===== config.mk =====
export PLATFORM = sky130hd
export DESIGN_NAME = hwtc_regs
export DESIGN_NICKNAME = d
export VERILOG_FILES = /design/src/verilog/hwtc_regs.v /design/src/verilog/hwtc_seg_sel.v
export VERILOG_INCLUDE_DIRS = /design/src /design/src/verilog
export SDC_FILE = /design/constraint.sdc
export NUM_CORES = 1
export LEC_CHECK = 0
export ABC_AREA = 1
export BUFFER_PORTS_ARGS = -buffer_cell sky130_fd_sc_hd__buf_2
export CAP_MARGIN = 0
export CORE_ASPECT_RATIO = 0.9
export CORE_MARGIN = 2
export CORE_UTILIZATION = 35
export DETAILED_ROUTE_END_ITERATION = 8
export GPL_ROUTABILITY_DRIVEN = 0
export GPL_TIMING_DRIVEN = 1
export PLACE_DENSITY = 0.64
export SYNTH_ARGS = -nofsm -noshare
export SYNTH_HDL_FRONTEND = slang
export SYNTH_SLANG_ARGS = --single-unit
export TNS_END_PERCENT = 1

===== constraint.sdc =====
create_clock -name clk_sys_i -period 4.4 [get_ports clk_sys_i]
set_input_delay 1.1 -clock clk_sys_i [delete_from_list [all_inputs] [get_ports clk_sys_i]]
set_output_delay 1.1 -clock clk_sys_i [all_outputs]
set_load 0.05 [all_outputs]

===== src/verilog/hwtc_consts.vh =====
// Register offsets, reset values and widths of the waveform timing and calibration bank.
`ifndef HWTC_CONSTS_VH
`define HWTC_CONSTS_VH

`define HWTC_ADDR_NEG_SUSTAIN   8'h1C
`define HWTC_ADDR_BRAKE_TIME    8'h1D
`define HWTC_ADDR_FULL_SCALE    8'h1F
`define HWTC_ADDR_OD_LIMIT      8'h20
`define HWTC_ADDR_LOSS_COMP     8'h21
`define HWTC_ADDR_FB_GAIN       8'h22

`define HWTC_RST_NEG_SUSTAIN    8'h00
`define HWTC_RST_BRAKE_TIME     8'h00
`define HWTC_RST_FULL_SCALE     8'h3F
`define HWTC_RST_OD_LIMIT       8'h89
`define HWTC_RST_LOSS_COMP      8'h0D
`define HWTC_RST_FB_GAIN        8'h6D

`define HWTC_RD_UNMAPPED        8'h00
`define HWTC_INTERVAL_W         4
`define HWTC_OFFSET_MS_W        13

`endif


===== src/verilog/hwtc_regs.v =====
// Waveform timing offset, voltage reference and calibration register bank of the playback engine.
`timescale 1ns/1ps
// Overview of operation
// - Negative sustain time changes by sustain offset times sample_period_unit, in ms.
// - Every negative sample outside the overdrive and braking segments counts as negative sustain.
// - Both time offset codes are signed two's complement; negative removes time.
// - Brake segment time changes by brake offset times sample_period_unit, in ms.
// - The most negative waveform sample is taken as the braking segment.
// - Brake offset applies only in open loop; closed loop brakes automatically.
// - Rated voltage register, reset 63, is the closed-loop full-scale reference.
// - Closed-loop overdrive and braking may exceed rated voltage, limited by clamp 137.
// - Compensation register, reset 13, stores calibration result offsetting resistive losses.
// - Calibration measures impedance and derives the compensation value itself.
// - Feedback gain derives from back-EMF calibration register, reset 109.
`include "hwtc_consts.vh"
module hwtc_regs #(
	parameter INTERVAL_W = `HWTC_INTERVAL_W
) (
	input  wire                                clk_sys_i,
	input  wire                                srst_i,
	input  wire        [7:0]                   reg_addr_i,
	input  wire                                reg_wr_i,
	input  wire        [7:0]                   reg_wdata_i,
	input  wire                                reg_rd_i,
	output reg         [7:0]                   reg_rdata_o,
	output reg                                 reg_rvalid_o,
	input  wire                                cal_done_i,
	input  wire        [7:0]                   cal_comp_i,
	input  wire        [7:0]                   cal_bemf_i,
	input  wire signed [7:0]                   sample_i,
	input  wire signed [7:0]                   wave_max_i,
	input  wire signed [7:0]                   wave_min_i,
	input  wire                                closed_loop_i,
	input  wire        [INTERVAL_W-1:0]        sample_period_unit_i,
	input  wire        [7:0]                   drive_level_i,
	input  wire                                auto_boost_i,
	output reg                                 neg_sustain_o,
	output reg                                 brake_o,
	output reg  signed [`HWTC_OFFSET_MS_W-1:0] offset_ms_o,
	output reg         [7:0]                   drive_limited_o,
	output reg         [7:0]                   full_scale_ref_o,
	output reg         [7:0]                   loss_comp_o,
	output reg         [7:0]                   feedback_gain_o
);

	reg  [7:0] negative_sustain_offset_reg;
	reg  [7:0] negative_sustain_offset_next;
	reg  [7:0] brake_duration_offset_reg;
	reg  [7:0] brake_duration_offset_next;
	reg  [7:0] full_scale_reference_voltage_reg;
	reg  [7:0] full_scale_reference_voltage_next;
	reg  [7:0] overdrive_voltage_limit_reg;
	reg  [7:0] overdrive_voltage_limit_next;
	reg  [7:0] resistive_loss_compensation_reg;
	reg  [7:0] resistive_loss_compensation_next;
	reg  [7:0] feedback_gain_calibration_reg;
	reg  [7:0] feedback_gain_calibration_next;
	reg  [7:0] rdata_next;
	reg  [7:0] limit_next;
	wire       seg_neg;
	wire       seg_brake;
	wire signed [`HWTC_OFFSET_MS_W-1:0] seg_offset;

	// Slot numbers of the six mapped registers; every other address decodes to the unmapped slot.
	localparam [2:0] SLOT_NEG_SUSTAIN = 3'h0;
	localparam [2:0] SLOT_BRAKE_TIME  = 3'h1;
	localparam [2:0] SLOT_FULL_SCALE  = 3'h2;
	localparam [2:0] SLOT_OD_LIMIT    = 3'h3;
	localparam [2:0] SLOT_LOSS_COMP   = 3'h4;
	localparam [2:0] SLOT_FB_GAIN     = 3'h5;
	localparam [2:0] SLOT_NONE        = 3'h7;

	// Address decode shared by the write path and the read mux, so the two can never disagree.
	function [2:0] addr_slot;
		input [7:0] addr;
		begin
			case (addr)
				`HWTC_ADDR_NEG_SUSTAIN: addr_slot = SLOT_NEG_SUSTAIN;
				`HWTC_ADDR_BRAKE_TIME:  addr_slot = SLOT_BRAKE_TIME;
				`HWTC_ADDR_FULL_SCALE:  addr_slot = SLOT_FULL_SCALE;
				`HWTC_ADDR_OD_LIMIT:    addr_slot = SLOT_OD_LIMIT;
				`HWTC_ADDR_LOSS_COMP:   addr_slot = SLOT_LOSS_COMP;
				`HWTC_ADDR_FB_GAIN:     addr_slot = SLOT_FB_GAIN;
				default:                addr_slot = SLOT_NONE;
			endcase
		end
	endfunction

	// Clip a drive request to a ceiling; used for both the rated and the overdrive ceiling.
	function [7:0] clip;
		input [7:0] level;
		input [7:0] ceiling;
		begin
			clip = (level > ceiling) ? ceiling : level;
		end
	endfunction

	// Host writes land by address; the calibration result overrides a host write in the same cycle.
	always @* begin
		negative_sustain_offset_next      = negative_sustain_offset_reg;
		brake_duration_offset_next        = brake_duration_offset_reg;
		full_scale_reference_voltage_next = full_scale_reference_voltage_reg;
		overdrive_voltage_limit_next      = overdrive_voltage_limit_reg;
		resistive_loss_compensation_next  = resistive_loss_compensation_reg;
		feedback_gain_calibration_next    = feedback_gain_calibration_reg;
		if (reg_wr_i) begin
			case (addr_slot(reg_addr_i))
				SLOT_NEG_SUSTAIN: negative_sustain_offset_next      = reg_wdata_i;
				SLOT_BRAKE_TIME:  brake_duration_offset_next        = reg_wdata_i;
				SLOT_FULL_SCALE:  full_scale_reference_voltage_next = reg_wdata_i;
				SLOT_OD_LIMIT:    overdrive_voltage_limit_next      = reg_wdata_i;
				SLOT_LOSS_COMP:   resistive_loss_compensation_next  = reg_wdata_i;
				SLOT_FB_GAIN:     feedback_gain_calibration_next    = reg_wdata_i;
				default: begin
				end
			endcase
		end
		if (cal_done_i) begin
			resistive_loss_compensation_next = cal_comp_i;
			feedback_gain_calibration_next   = cal_bemf_i;
		end
	end

	// Read mux; the gap at 0x1E and any other address read as zero.
	always @* begin
		case (addr_slot(reg_addr_i))
			SLOT_NEG_SUSTAIN:       rdata_next = negative_sustain_offset_reg;
			SLOT_BRAKE_TIME:        rdata_next = brake_duration_offset_reg;
			SLOT_FULL_SCALE:        rdata_next = full_scale_reference_voltage_reg;
			SLOT_OD_LIMIT:          rdata_next = overdrive_voltage_limit_reg;
			SLOT_LOSS_COMP:         rdata_next = resistive_loss_compensation_reg;
			SLOT_FB_GAIN:           rdata_next = feedback_gain_calibration_reg;
			default:                rdata_next = `HWTC_RD_UNMAPPED;
		endcase
	end

	// Output ceiling: rated voltage in closed loop, the overdrive limit in closed-loop boost phases, none in open loop.
	always @* begin
		if (closed_loop_i && auto_boost_i) begin
			limit_next = clip(drive_level_i, overdrive_voltage_limit_reg);
		end else if (closed_loop_i) begin
			limit_next = clip(drive_level_i, full_scale_reference_voltage_reg);
		end else begin
			limit_next = drive_level_i;
		end
	end

	// Segment classification and offset scaling sit in their own combinational block.
	hwtc_seg_sel u_seg_sel (
		.sample_i                (sample_i),
		.wave_max_i              (wave_max_i),
		.wave_min_i              (wave_min_i),
		.closed_loop_i           (closed_loop_i),
		.interval_ms_i           (sample_period_unit_i[`HWTC_INTERVAL_W-1:0]),
		.neg_sustain_offset_i    (negative_sustain_offset_reg),
		.brake_duration_offset_i (brake_duration_offset_reg),
		.neg_sustain_o           (seg_neg),
		.brake_o                 (seg_brake),
		.offset_ms_o             (seg_offset)
	);

	// Register state; a reset brings back the power-up defaults of the whole bank.
	always @(posedge clk_sys_i) begin
		if (srst_i) begin
			negative_sustain_offset_reg      <= `HWTC_RST_NEG_SUSTAIN;
			brake_duration_offset_reg        <= `HWTC_RST_BRAKE_TIME;
			full_scale_reference_voltage_reg <= `HWTC_RST_FULL_SCALE;
			overdrive_voltage_limit_reg      <= `HWTC_RST_OD_LIMIT;
			resistive_loss_compensation_reg  <= `HWTC_RST_LOSS_COMP;
			feedback_gain_calibration_reg    <= `HWTC_RST_FB_GAIN;
		end else begin
			negative_sustain_offset_reg      <= negative_sustain_offset_next;
			brake_duration_offset_reg        <= brake_duration_offset_next;
			full_scale_reference_voltage_reg <= full_scale_reference_voltage_next;
			overdrive_voltage_limit_reg      <= overdrive_voltage_limit_next;
			resistive_loss_compensation_reg  <= resistive_loss_compensation_next;
			feedback_gain_calibration_reg    <= feedback_gain_calibration_next;
		end
	end

	// Read response; the data stays put between reads so a slow host can still pick it up.
	always @(posedge clk_sys_i) begin
		if (srst_i) begin
			reg_rdata_o  <= 8'h00;
			reg_rvalid_o <= 1'b0;
		end else begin
			reg_rvalid_o <= reg_rd_i;
			if (reg_rd_i) begin
				reg_rdata_o <= rdata_next;
			end
		end
	end

	// Segment and drive outputs; one cycle of latency keeps every output straight from a flop.
	always @(posedge clk_sys_i) begin
		if (srst_i) begin
			neg_sustain_o   <= 1'b0;
			brake_o         <= 1'b0;
			offset_ms_o     <= {`HWTC_OFFSET_MS_W{1'b0}};
			drive_limited_o <= 8'h00;
		end else begin
			neg_sustain_o   <= seg_neg;
			brake_o         <= seg_brake;
			offset_ms_o     <= seg_offset;
			drive_limited_o <= limit_next;
		end
	end

	// Reference copies for the loop; they trail their registers by one cycle.
	always @(posedge clk_sys_i) begin
		if (srst_i) begin
			full_scale_ref_o <= `HWTC_RST_FULL_SCALE;
			loss_comp_o      <= `HWTC_RST_LOSS_COMP;
			feedback_gain_o  <= `HWTC_RST_FB_GAIN;
		end else begin
			full_scale_ref_o <= full_scale_reference_voltage_reg;
			loss_comp_o      <= resistive_loss_compensation_reg;
			feedback_gain_o  <= feedback_gain_calibration_reg;
		end
	end

endmodule // hwtc_regs


===== src/verilog/hwtc_seg_sel.v =====
// Waveform segment classifier that picks the time offset applying to one library sample.
`timescale 1ns/1ps
`include "hwtc_consts.vh"
module hwtc_seg_sel (
	input  wire signed [7:0]                     sample_i,
	input  wire signed [7:0]                     wave_max_i,
	input  wire signed [7:0]                     wave_min_i,
	input  wire                                  closed_loop_i,
	input  wire        [`HWTC_INTERVAL_W-1:0]    interval_ms_i,
	input  wire        [7:0]                     neg_sustain_offset_i,
	input  wire        [7:0]                     brake_duration_offset_i,
	output reg                                   neg_sustain_o,
	output reg                                   brake_o,
	output reg  signed [`HWTC_OFFSET_MS_W-1:0]   offset_ms_o
);

	// Signed offset times unsigned interval; the interval is zero-extended so the product stays signed.
	function signed [`HWTC_OFFSET_MS_W-1:0] scale_ms;
		input [7:0]                    code;
		input [`HWTC_INTERVAL_W-1:0]   ivl;
		reg signed [`HWTC_OFFSET_MS_W-1:0] c;
		reg signed [`HWTC_OFFSET_MS_W-1:0] m;
		begin
			c        = {{(`HWTC_OFFSET_MS_W-8){code[7]}}, code};
			m        = {{(`HWTC_OFFSET_MS_W-`HWTC_INTERVAL_W){1'b0}}, ivl};
			scale_ms = c * m;
		end
	endfunction

	// The brake segment takes precedence over sustain because the most negative sample is also negative.
	always @* begin
		neg_sustain_o = 1'b0;
		brake_o       = 1'b0;
		offset_ms_o   = {`HWTC_OFFSET_MS_W{1'b0}};
		if (sample_i < 0 && sample_i == wave_min_i) begin
			brake_o = 1'b1;
			if (!closed_loop_i) begin
				offset_ms_o = scale_ms(brake_duration_offset_i, interval_ms_i);
			end
		end else if (sample_i < 0 && sample_i != wave_max_i) begin
			neg_sustain_o = 1'b1;
			offset_ms_o   = scale_ms(neg_sustain_offset_i, interval_ms_i);
		end
	end

endmodule // hwtc_seg_sel


==> impl_metrics.env, run 1 <==
export IMPL_nFillCells=2292
export IMPL_core_um2=21600
export IMPL_rr_startpoint="negative_sustain_offset_reg[2]"
export IMPL_dp_hpwl_um=15800
export IMPL_wl_per_cell_um=13.5
export IMPL_ir_drop_mv=0.178
export IMPL_io_buffers=130
export IMPL_rows=51
export IMPL_synth_top_cell_by_area="dfxtp_1"
export IMPL_ys_seq_elements=104
export IMPL_cp_max_fo=16
export IMPL_holdWs_ps=464
export IMPL_ys_top_cells_by_area="dfxtp_1, nand2_1, ha_1"
export IMPL_insertedDiodeCount=0
export IMPL_hp_start="resistive_loss_compensation_reg[5]"
export IMPL_synthesis_nets=1248
export IMPL_synth_top_family_by_area="simple AND/OR/NAND/NOR gates"
export IMPL_cts_setup_buffers=0
export IMPL_antenna_found_initial=1
export IMPL_dp_slack_ps=8.81
export IMPL_grt_pass1_vias=6684
export IMPL_io_pins=131
export IMPL_nNetsFinal=1363
export IMPL_routed_wl_um=20000
export IMPL_clk_latency_ps=360
export IMPL_synthSimpleGateAreaFrac_pct=24.5
export IMPL_rsz0062_at_grt="false"
export IMPL_leakagePower_nw=4.84
export IMPL_fin_crit_sh_pct=91.9
export IMPL_slowest_delay_ps=520
export IMPL_crit_top_cell="inv_1"
export IMPL_synthMuxAreaShare_pct=0
export IMPL_status="completed"
export IMPL_clkSinkCount=104
export IMPL_min_delay_path_depth=2
export IMPL_dieArea_um2=23100
export IMPL_cts_resized=0
export IMPL_hold_buffers=0
export IMPL_reg2reg_depth=16
export IMPL_cts_tree="yes"
export IMPL_yosys_warnings=0
export IMPL_syn_avg_cell_area_um2=7.14
export IMPL_arrival_ps=4300
export IMPL_startpoint_type="primary input"
export IMPL_cp_top_family="adder cells"
export IMPL_die_w_um=160
export IMPL_slew_headroom_pct=58.0
export IMPL_hold_path_class="register to register"
export IMPL_vias_per_cell=4.66
export IMPL_synth_cell_types=50
export IMPL_fin_skew_ps=15.4
export IMPL_firstDrtPassIters=5
export IMPL_slew_viol_final=0
export IMPL_worstMarginPinSlew_ps=628
export IMPL_synth_top_area_share_pct=27.1
export IMPL_drive_gt1_share_pct=15.9
export IMPL_cts_made_buffers=9
export IMPL_crit_slowest_cell="fa_1"
export IMPL_grt_max_degree=45
export IMPL_cp_cell_sequence="buf_2 -> nand2_1 -> inv_1 -> ha_1 -> fa_1 -> inv_1 -> fa_1 -> inv_1 -> ha_1 -> a21oi_1 -> o21ai_0 -> a21oi_1 -> inv_1 -> a21boi_0 -> a21oi_1 -> nand2_1 -> o21ai_0"
export IMPL_area_growth_pct=15.2
export IMPL_yosys_area_share_adder_pct=19.5
export IMPL_setup_tns_ps=0
export IMPL_largest_reg_flops=13
export IMPL_synthXorXnorAreaFrac_pct=2.86
export IMPL_grtUsageTotal_pct=17.6
export IMPL_syn_inst=1074
export IMPL_cp_num_buf_inv=5
export IMPL_h_tree_depth=3
export IMPL_grt_overflow=0
export IMPL_ys_seq_area_share_pct=27.1
export IMPL_drc=0
export IMPL_grt_pass1_wl_um=32600
export IMPL_setup_violations_final=0
export IMPL_drtIter0Drc=368
export IMPL_num_vias=6918
export IMPL_clk_pin_slew_ps=80
export IMPL_required_ps=4650
export IMPL_syn_area_um2=7670
export IMPL_hold_viol_final=0
export IMPL_drtAntennaViolNets=0
export IMPL_die_h_um=144
export IMPL_path_class="primary input to register"
export IMPL_powerDensity_nw_per_um2=234
export IMPL_synth_compound_area_share_pct=13.1
export IMPL_cp_end_kind="register"
export IMPL_rrSetupSlack_ps=920
export IMPL_clock_path_buffers=2
export IMPL_finalWorstSetupSlack_ps=354
export IMPL_drv_cap=0
export IMPL_p_total_mw=2.07
export IMPL_regMostFlops="offset_ms_o"
export IMPL_root_buffer="clkbuf_16"
export IMPL_r2r_end="offset_ms_o[12]"
export IMPL_min_period_ps=4050
export IMPL_initial_core_util_pct=35.6
export IMPL_clock_fmax_mhz=247
export IMPL_min_to="loss_comp_o[5]"
==> worst max-delay path by stage <==
stage	from	depth (start not counted)	slack, ps	to
floorplan	sample_period_unit_i[2]	17	70	offset_ms_o[10]
global placement	sample_period_unit_i[2]	17	60	offset_ms_o[12]
detailed placement	sample_period_unit_i[3]	17	9	offset_ms_o[12]
CTS	sample_period_unit_i[2]	16	390	offset_ms_o[10]
global route	sample_period_unit_i[2]	17	170	offset_ms_o[12]
finish	sample_period_unit_i[2]	17	350	offset_ms_o[12]
==> synthesized netlist by cell type, drive strengths merged <==
cell type and count:
a211oi 1, a21boi 2, a21o 2, a21oi 76
a221oi 1, a22o 3, a22oi 13, and2 1
buf 9, clkbuf 21, clkinv 1, dfxtp 104
fa 34, ha 65, inv 217, nand2 260
nand3 40, nand3b 1, nand4 21, nor2 93
nor3 3, o2111ai 1, o211ai 16, o21a 1
o21ai 45, o21bai 1, o22ai 6, or2 11
xnor2 9, xor2 16
==> cell usage in the layout, fill, tap and decap left out, types with 3 or more instances in the layout <==
master and instances:
nor2_1 85, o22ai_1 6, or2_2 10, a22o_1 3, nor2_4 5, xnor2_1 9
inv_1 216, o211ai_1 16, fa_1 34, nand2_1 254, o21ai_0 41, nand2_2 5
xor2_1 16, a21oi_2 7, a22oi_1 13, nor3_1 3, nand3_2 3, a21oi_1 68
nand4_1 20, nand3_1 36, dfxtp_1 104, clkbuf_16 9, buf_2 130, buf_4 4
ha_1 65
==> layer usage <==
| layer | part of all wire, % | GRT usage (%) | vias up |
|---|---|---|---|
| met5 | 0.055 | 0 | - |
| met4 | 1.5 | 4.03 | 2 |
| met3 | 5.6 | 3.18 | 23 |
| met2 | 45 | 29.6 | 177 |
| met1 | 48 | 23.6 | 3120 |
| li1 | - | - | 3596 |
==> worst register-to-register path: cells and delay by family, from the launching register on <==
family	cells	cell delay (ps)
AOI/OAI and AO/OA	6	850
adders and majority gates	4	1610
buffers and inverters	4	250
DFF	1	480
and+or+nand+nor	2	170
==> layout make-up <==
class                           instances  area (µm²)  share of cell area (%)
Clock buffer                            9         225                    2.55
Clock inverter                          7        70.1                   0.793
Inverter                              218         818                    9.27
Multi-Input combinational cell        722        4590                    52.0
Sequential cell                       104        2080                    23.6
Tap cell                              291         364                    4.12
Timing Repair Buffer                  134         681                    7.71
==> through the flow <==
stage / utilization, % / cells / instance area (µm²)
2_1_floorplan: - / 1074 / 7670
3_3_place_gp: 39.6 / 1469 / 8540
3_5_place_dp: 39.6 / 1469 / 8540
4_1_cts: 40.9 / 1485 / 8830
5_1_grt: 40.9 / 1485 / 8830
6_report: 40.9 / 1485 / 8830
==> power breakdown <==
part | switching (mW) | leakage [nW] | internal, mW
sequential | 0.0112 | 0.847 | 0.965
clock | 0.412 | 0.147 | 0.402
combinational | 0.192 | 3.85 | 0.0840
total | 0.615 | 4.84 | 1.45
==> cell families (layout without fill, tap and decap cells) <==
group           after synthesis  in the layout
xor+xnor                     25             25
flops                       104            104
buf+inv                     248            368
compound gates              168            168
simple gates                430            430
fa+ha+maj                    99             99
Power figures use the tool's default switching activity.
==> run 2, diff against run 1 <==
SYNTH_HIERARCHICAL = 1   (was not set)
==> run 2 against run 1 <==
Critical path depth is 1 higher. Total power rose by 6.6%. Synthesized cell count increased by 12%.
==> impl_metrics.env, run 2 <==
export IMPL_status="completed"
export IMPL_synth_top_cell_by_area="dfxtp_1"
export IMPL_fin_cells=1620
export IMPL_largest_reg_flops=13
export IMPL_clockPowerShare_pct=41.5
export IMPL_fin_crit_sh_pct=88.9
export IMPL_utilization_pct=40.6
export IMPL_antenna_found_initial=0
export IMPL_vias_per_cell=4.70
export IMPL_die_h_um=149
export IMPL_stdcell_area_um2=9430
export IMPL_async_flop_share_pct=0
export IMPL_dieArea_um2=24700
export IMPL_cp_cell_sequence="buf_2 -> nand2_1 -> inv_1 -> ha_1 -> inv_1 -> fa_1 -> fa_1 -> inv_1 -> ha_1 -> nand2_1 -> nand3_1 -> nand2_1 -> nand2_1 -> or2_2 -> nand3_1 -> nand2_1 -> inv_1 -> nor2_1"
export IMPL_regMostFlops="offset_ms_o"
export IMPL_cp_num_buf_inv=5
export IMPL_final_cell_mix="nand2_1, inv_1, buf_2"
export IMPL_final_common_cell="nand2_1"
export IMPL_ys_seq_area_share_pct=25.3
export IMPL_synth_cell_types=45
export IMPL_cts_made_buffers=9
export IMPL_dp_hpwl_um=17500
export IMPL_cts_tree="yes"
export IMPL_hold_viol_final=0
export IMPL_clock_fmax_mhz=256
export IMPL_ys_top_cells_by_area="dfxtp_1, nand2_1, inv_1"
export IMPL_holdWs_ps=449
export IMPL_crit_top_cell="nand2_1"
export IMPL_h_tree_depth=3
export IMPL_pwr_share_comb_pct=14.1
export IMPL_slew_viol_final=0
export IMPL_syn_inst=1204
export IMPL_slew_headroom_pct=51.3
export IMPL_clkSinkCount=104
export IMPL_clk_latency_ps=360
export IMPL_drive_gt1_share_pct=15.5
export IMPL_setup_violations_final=0
export IMPL_area_growth_pct=14.7
export IMPL_grt_overflow=0
export IMPL_drtIter0Drc=384
export IMPL_wl_per_cell_um=13.6
export IMPL_grt_pass1_vias=7367
export IMPL_core_um2=23200
export IMPL_rr_startpoint="brake_duration_offset_reg[2]"
export IMPL_synth_most_common_cell="nand2_1"
export IMPL_clock_path_buffers=2
export IMPL_cts_resized=0
export IMPL_hp_start="resistive_loss_compensation_reg[5]"
export IMPL_fin_skew_ps=12.3
export IMPL_p_seq_share_pct=44.4
export IMPL_io_buffers=130
export IMPL_die_w_um=166
export IMPL_drc=0
export IMPL_crit_slowest_cell="fa_1"
export IMPL_ir_drop_mv=0.192
export IMPL_hold_buffers=0
export IMPL_ys_top_cells_by_count="nand2_1, inv_1, dfxtp_1"
export IMPL_syn_avg_cell_area_um2=6.83
export IMPL_drv_cap=0
export IMPL_syn_area_um2=8220
export IMPL_cts_setup_buffers=0
export IMPL_cp_max_fo=16
export IMPL_rsz0062_at_grt="false"
export IMPL_dpl_instance_area_um2=9090
export IMPL_grt_pass1_wl_um=36300
export IMPL_leakagePower_nw=5.30
export IMPL_synthFlopType="dfxtp_1"
export IMPL_arrival_ps=4130
export IMPL_powerDensity_nw_per_um2=234
export IMPL_synthesis_nets=1378
export IMPL_synth_edff_count=0
export IMPL_num_vias=7620
export IMPL_insertedDiodeCount=0
export IMPL_cp_top_family="adder cells"
export IMPL_nNetsFinal=1487
export IMPL_ys_seq_elements=104
export IMPL_min_period_ps=3910
export IMPL_worstMarginPinSlew_ps=730
export IMPL_grtUsageTotal_pct=18.5
export IMPL_grt_max_degree=64
export IMPL_slowest_delay_ps=510
export IMPL_required_ps=4620
export IMPL_placed_cells=1604
export IMPL_p_int_mw=1.57
export IMPL_yosys_warnings=6
export IMPL_root_buffer="clkbuf_16"
export IMPL_io_pins=131
export IMPL_synth_top_area_share_pct=25.3
export IMPL_path_class="primary input to register"
export IMPL_initial_core_util_pct=35.4
export IMPL_setup_tns_ps=0
export IMPL_cp_end_kind="register"
export IMPL_cp_startpoint="sample_period_unit_i[3]"
export IMPL_routed_wl_um=22000
export IMPL_firstDrtPassIters=5
export IMPL_drtAntennaViolNets=0
export IMPL_clk_pin_slew_ps=80
export IMPL_startpoint_type="primary input"
export IMPL_p_switching_mw=0.630
export IMPL_hold_path_class="register to register"
export IMPL_rows=53
export IMPL_swShare_pct=28.6
run 2: changes by cell type in the layout (fill, tap and decap cells not counted), sizes merged, moves of 3 or more:
cell / previous run / this run
a21oi: 76 / 60
a22o: 3 / 0
inv: 221 / 257
nand2: 260 / 324
nand3: 40 / 88
nand3b: 1 / 6
nand4: 21 / 24
nor2: 93 / 109
o211ai: 16 / 12
o22ai: 6 / 0
or2: 11 / 2
xor2: 16 / 6
run 2: worst reg2reg max path, cell delays in order, from the launching register on:
cell and delay (ps):
dfxtp_1 480, nand2_1 90, inv_1 70, ha_1 210
inv_1 70, fa_1 440, fa_1 510, inv_1 40
ha_1 350, nand2_1 120, nand3_1 160, nand2_1 100
nand2_1 60, or2_2 280, nand3_1 100, nand2_1 50
inv_1 40, nor2_1 30
run 2: worst paths after layout:
check | to | slack [ps] | depth (start not counted)
worst max-delay path | offset_ms_o[7] | 490 | 18
worst min-delay path | loss_comp_o[5] | 450 | 2
worst max register to register | offset_ms_o[7] | 1050 | 17
worst min register to register | loss_comp_o[5] | 450 | 2
run 2: final cells by class:
type	count	area [µm²]
clock inverter	7	115
timing repair buffer	132	666
clock buffer	9	225
inverter	257	966
sequential	104	2080
tap	302	378
multi-input combinational	809	5000
fill	2450	13800
run 2: metrics by stage:
stage | worst slack (ps) | power (mW)
floorplan | 201 | 1.20
global placement | 238 | 1.31
detailed placement | 161 | 1.31
CTS | 536 | 2.23
global route | 281 | 2.30
finish | 491 | 2.20
run 2: kinds of logic after synthesis:
group | Yosys count | synth area share (%)
and+or+nand+nor | 555 | 31.0
AOI/OAI and AO/OA | 141 | 10.2
adders and majority gates | 99 | 18.2
buffers and inverters | 291 | 13.9
xor gates and xnor gates | 14 | 1.49
DFF | 104 | 25.3
run 2: layer usage:
layer	part of all wire, %	GRT usage [%]
met1	47	24.7
met2	47	31.0
met3	5.0	2.99
met4	1.4	4.87
met5	0	0
run 2: power by group through the flow:
| stage | logic [mW] | clock network, mW | registers, mW |
|---|---|---|---|
| after floorplan | 0.155 | 0 | 1.05 |
| after global placement | 0.306 | 0 | 1.00 |
| after detailed placement | 0.309 | 0 | 1.00 |
| after CTS | 0.311 | 0.936 | 0.978 |
| after global routing | 0.344 | 0.976 | 0.981 |
| final | 0.311 | 0.913 | 0.978 |
==> run 3, diff against run 2 <==
GPL_TIMING_DRIVEN = 0   (was 1)
==> run 3 against run 2 <==
Combinational power is 4% higher. Core utilization is 0.66 points higher. Worst setup slack worse by 320 ps. Clock skew is 4.3 ps lower. Sequential power hardly changed. Cell area is 1.6% higher. Flip-flop and latch count stayed put. Register-to-register slack hardly changed. Non-clock buffer count is 26 higher. Fmax is 7.6% lower. Hold slack worse by 3.3 ps. Wire length is 2.7% higher. Critical path type unchanged. Critical endpoint is now offset_ms_o[8]. Largest cell class unchanged. Highest routed layer unchanged.
==> impl_metrics.env, run 3 (synthesis results as in run 2) <==
export IMPL_status="completed"
export IMPL_dp_slack_ps=-326
export IMPL_cts_tree="yes"
export IMPL_grt_pass1_wl_um=36400
export IMPL_fin_skew_ps=8.00
export IMPL_worstMarginPinSlew_ps=722
export IMPL_drc=0
export IMPL_die_w_um=166
export IMPL_ir_drop_mv=0.170
export IMPL_grtUsageMet3_pct=3.02
export IMPL_largest_reg_flops=13
export IMPL_stdcell_area_um2=9590
export IMPL_firstDrtPassIters=5
export IMPL_leakagePower_nw=5.38
export IMPL_cts_setup_buffers=0
export IMPL_grt_max_degree=19
export IMPL_grt_met2_usage_pct=30.4
export IMPL_cp_max_fo=10
export IMPL_clock_fmax_mhz=236
export IMPL_drtAntennaViolNets=0
export IMPL_met1_usage_pct=25.2
export IMPL_reg2reg_depth=17
export IMPL_io_pins=131
export IMPL_die_h_um=149
export IMPL_cts_made_buffers=9
export IMPL_clkSinkCount=104
export IMPL_dp_hpwl_um=18400
export IMPL_top_usage_layer="met2"
export IMPL_utilization_pct=41.3
export IMPL_routed_wl_um=22600
export IMPL_arrival_ps=4460
export IMPL_insertedDiodeCount=0
export IMPL_nNetsFinal=1513
export IMPL_io_buffers=124
export IMPL_rsz0062_at_grt="false"
export IMPL_min_to="feedback_gain_o[5]"
export IMPL_required_ps=4630
export IMPL_hold_path_class="register to register"
export IMPL_core_um2=23200
export IMPL_drtIter0Drc=445
export IMPL_finalWorstSetupSlack_ps=170
export IMPL_path_class="primary input to register"
export IMPL_root_buffer="clkbuf_16"
export IMPL_fin_crit_sh_pct=96.1
export IMPL_rr_startpoint="negative_sustain_offset_reg[7]"
export IMPL_setup_tns_ps=0
export IMPL_rrSetupSlack_ps=1050
export IMPL_clk_latency_ps=350
export IMPL_drive_gt1_share_pct=15.6
export IMPL_regMostFlops="offset_ms_o"
export IMPL_hold_viol_final=0
export IMPL_cp_end_kind="register"
export IMPL_hold_buffers=0
export IMPL_hp_start="feedback_gain_calibration_reg[5]"
export IMPL_wl_per_cell_um=13.7
export IMPL_slew_headroom_pct=51.8
export IMPL_startpoint_type="primary input"
export IMPL_drv_cap=0
export IMPL_setup_violations_final=0
export IMPL_slew_viol_final=0
export IMPL_min_delay_path_depth=2
export IMPL_clock_path_buffers=2
export IMPL_grtUsageTotal_pct=18.6
export IMPL_p_total_mw=2.27
export IMPL_dieArea_um2=24700
export IMPL_grt_pass1_vias=7349
export IMPL_dpl_instance_area_um2=9220
export IMPL_final_cell_mix="nand2_1, inv_1, buf_2"
export IMPL_min_period_ps=4230
export IMPL_initial_core_util_pct=35.4
export IMPL_rows=53
export IMPL_num_vias=7711
export IMPL_h_tree_depth=3
export IMPL_vias_per_cell=4.68
export IMPL_antenna_found_initial=0
export IMPL_grt_overflow=0
export IMPL_r2r_end="offset_ms_o[12]"
export IMPL_powerDensity_nw_per_um2=237
export IMPL_final_common_cell="nand2_1"
export IMPL_nFillCells=2490
export IMPL_area_growth_pct=16.6
export IMPL_clk_pin_slew_ps=80
==> run 3: cell types whose count changed in the layout (fill, tap and decap cells not counted), sizes merged <==
cell / previous run / this run
inv: 257 / 258
clkinvlp: 1 / 0
bufinv: 2 / 3
clkbuf: 9 / 31
buf: 132 / 137
clkinv: 4 / 2
==> run 3: final cells by class <==
| cell class | instances | area [µm²] | area share, % |
|---|---|---|---|
| Buffer | 34 | 179 | 1.87 |
| Tap cell | 302 | 378 | 3.94 |
| Timing Repair Buffer | 124 | 621 | 6.47 |
| Inverter | 257 | 966 | 10.1 |
| Clock buffer | 10 | 239 | 2.49 |
| Clock inverter | 6 | 121 | 1.27 |
| Multi-Input combinational cell | 809 | 5000 | 52.2 |
| Sequential cell | 104 | 2080 | 21.7 |
==> run 3: worst max-delay path by stage <==
| stage | from | end | slack (ps) | cells past startpoint |
|---|---|---|---|---|
| floorplan | sample_period_unit_i[3] | offset_ms_o[8] | 200 | 19 |
| global placement | sample_period_unit_i[2] | offset_ms_o[8] | -310 | 19 |
| detailed placement | sample_period_unit_i[3] | offset_ms_o[8] | -330 | 17 |
| CTS | sample_period_unit_i[3] | offset_ms_o[8] | 50 | 17 |
| global route | sample_period_unit_i[3] | offset_ms_o[8] | 2 | 17 |
| finish | sample_period_unit_i[3] | offset_ms_o[8] | 170 | 17 |
==> run 3: repair_timing <==
action / 4_1_cts / 5_1_grt
endpoints found under the setup margin: 0 / 6
endpoints found under the hold margin: 0 / 0
gates resized for setup: 0 / 6
==> run 3: metal layers <==
layer  wire length, µm  vias to the layer above
met5                 0                        -
met4               530                        0
met3              1260                       37
met2             10500                      199
met1             10300                     3465
li1                  -                     4010
==> run 3: report_power, final <==
part           internal, mW  leakage, nW  switching (mW)  total (mW)
logic                0.0964         4.35           0.225       0.322
registers             0.967        0.848          0.0107       0.977
clock network         0.582        0.177           0.389       0.971
total                  1.65         5.38           0.625        2.27
==> run 3: worst max-delay path, cell delays in order <==
cell and delay [ps]:
clkbuf_1 300, clkbuf_2 310, nand2_1 70, inv_1 60, ha_1 240, fa_1 500
inv_1 50, fa_1 490, inv_1 40, ha_1 350, a21oi_1 270, nand2_1 140
or2_2 290, nand3_1 110, nand2_1 60, inv_1 50, nor2_1 30
==> run 3: through the flow <==
stage	hold slack, ps	instances
after global placement	429	1630
after detailed placement	431	1630
after floorplan	404	1204
final	446	1646
after CTS	451	1646
after global routing	474	1646
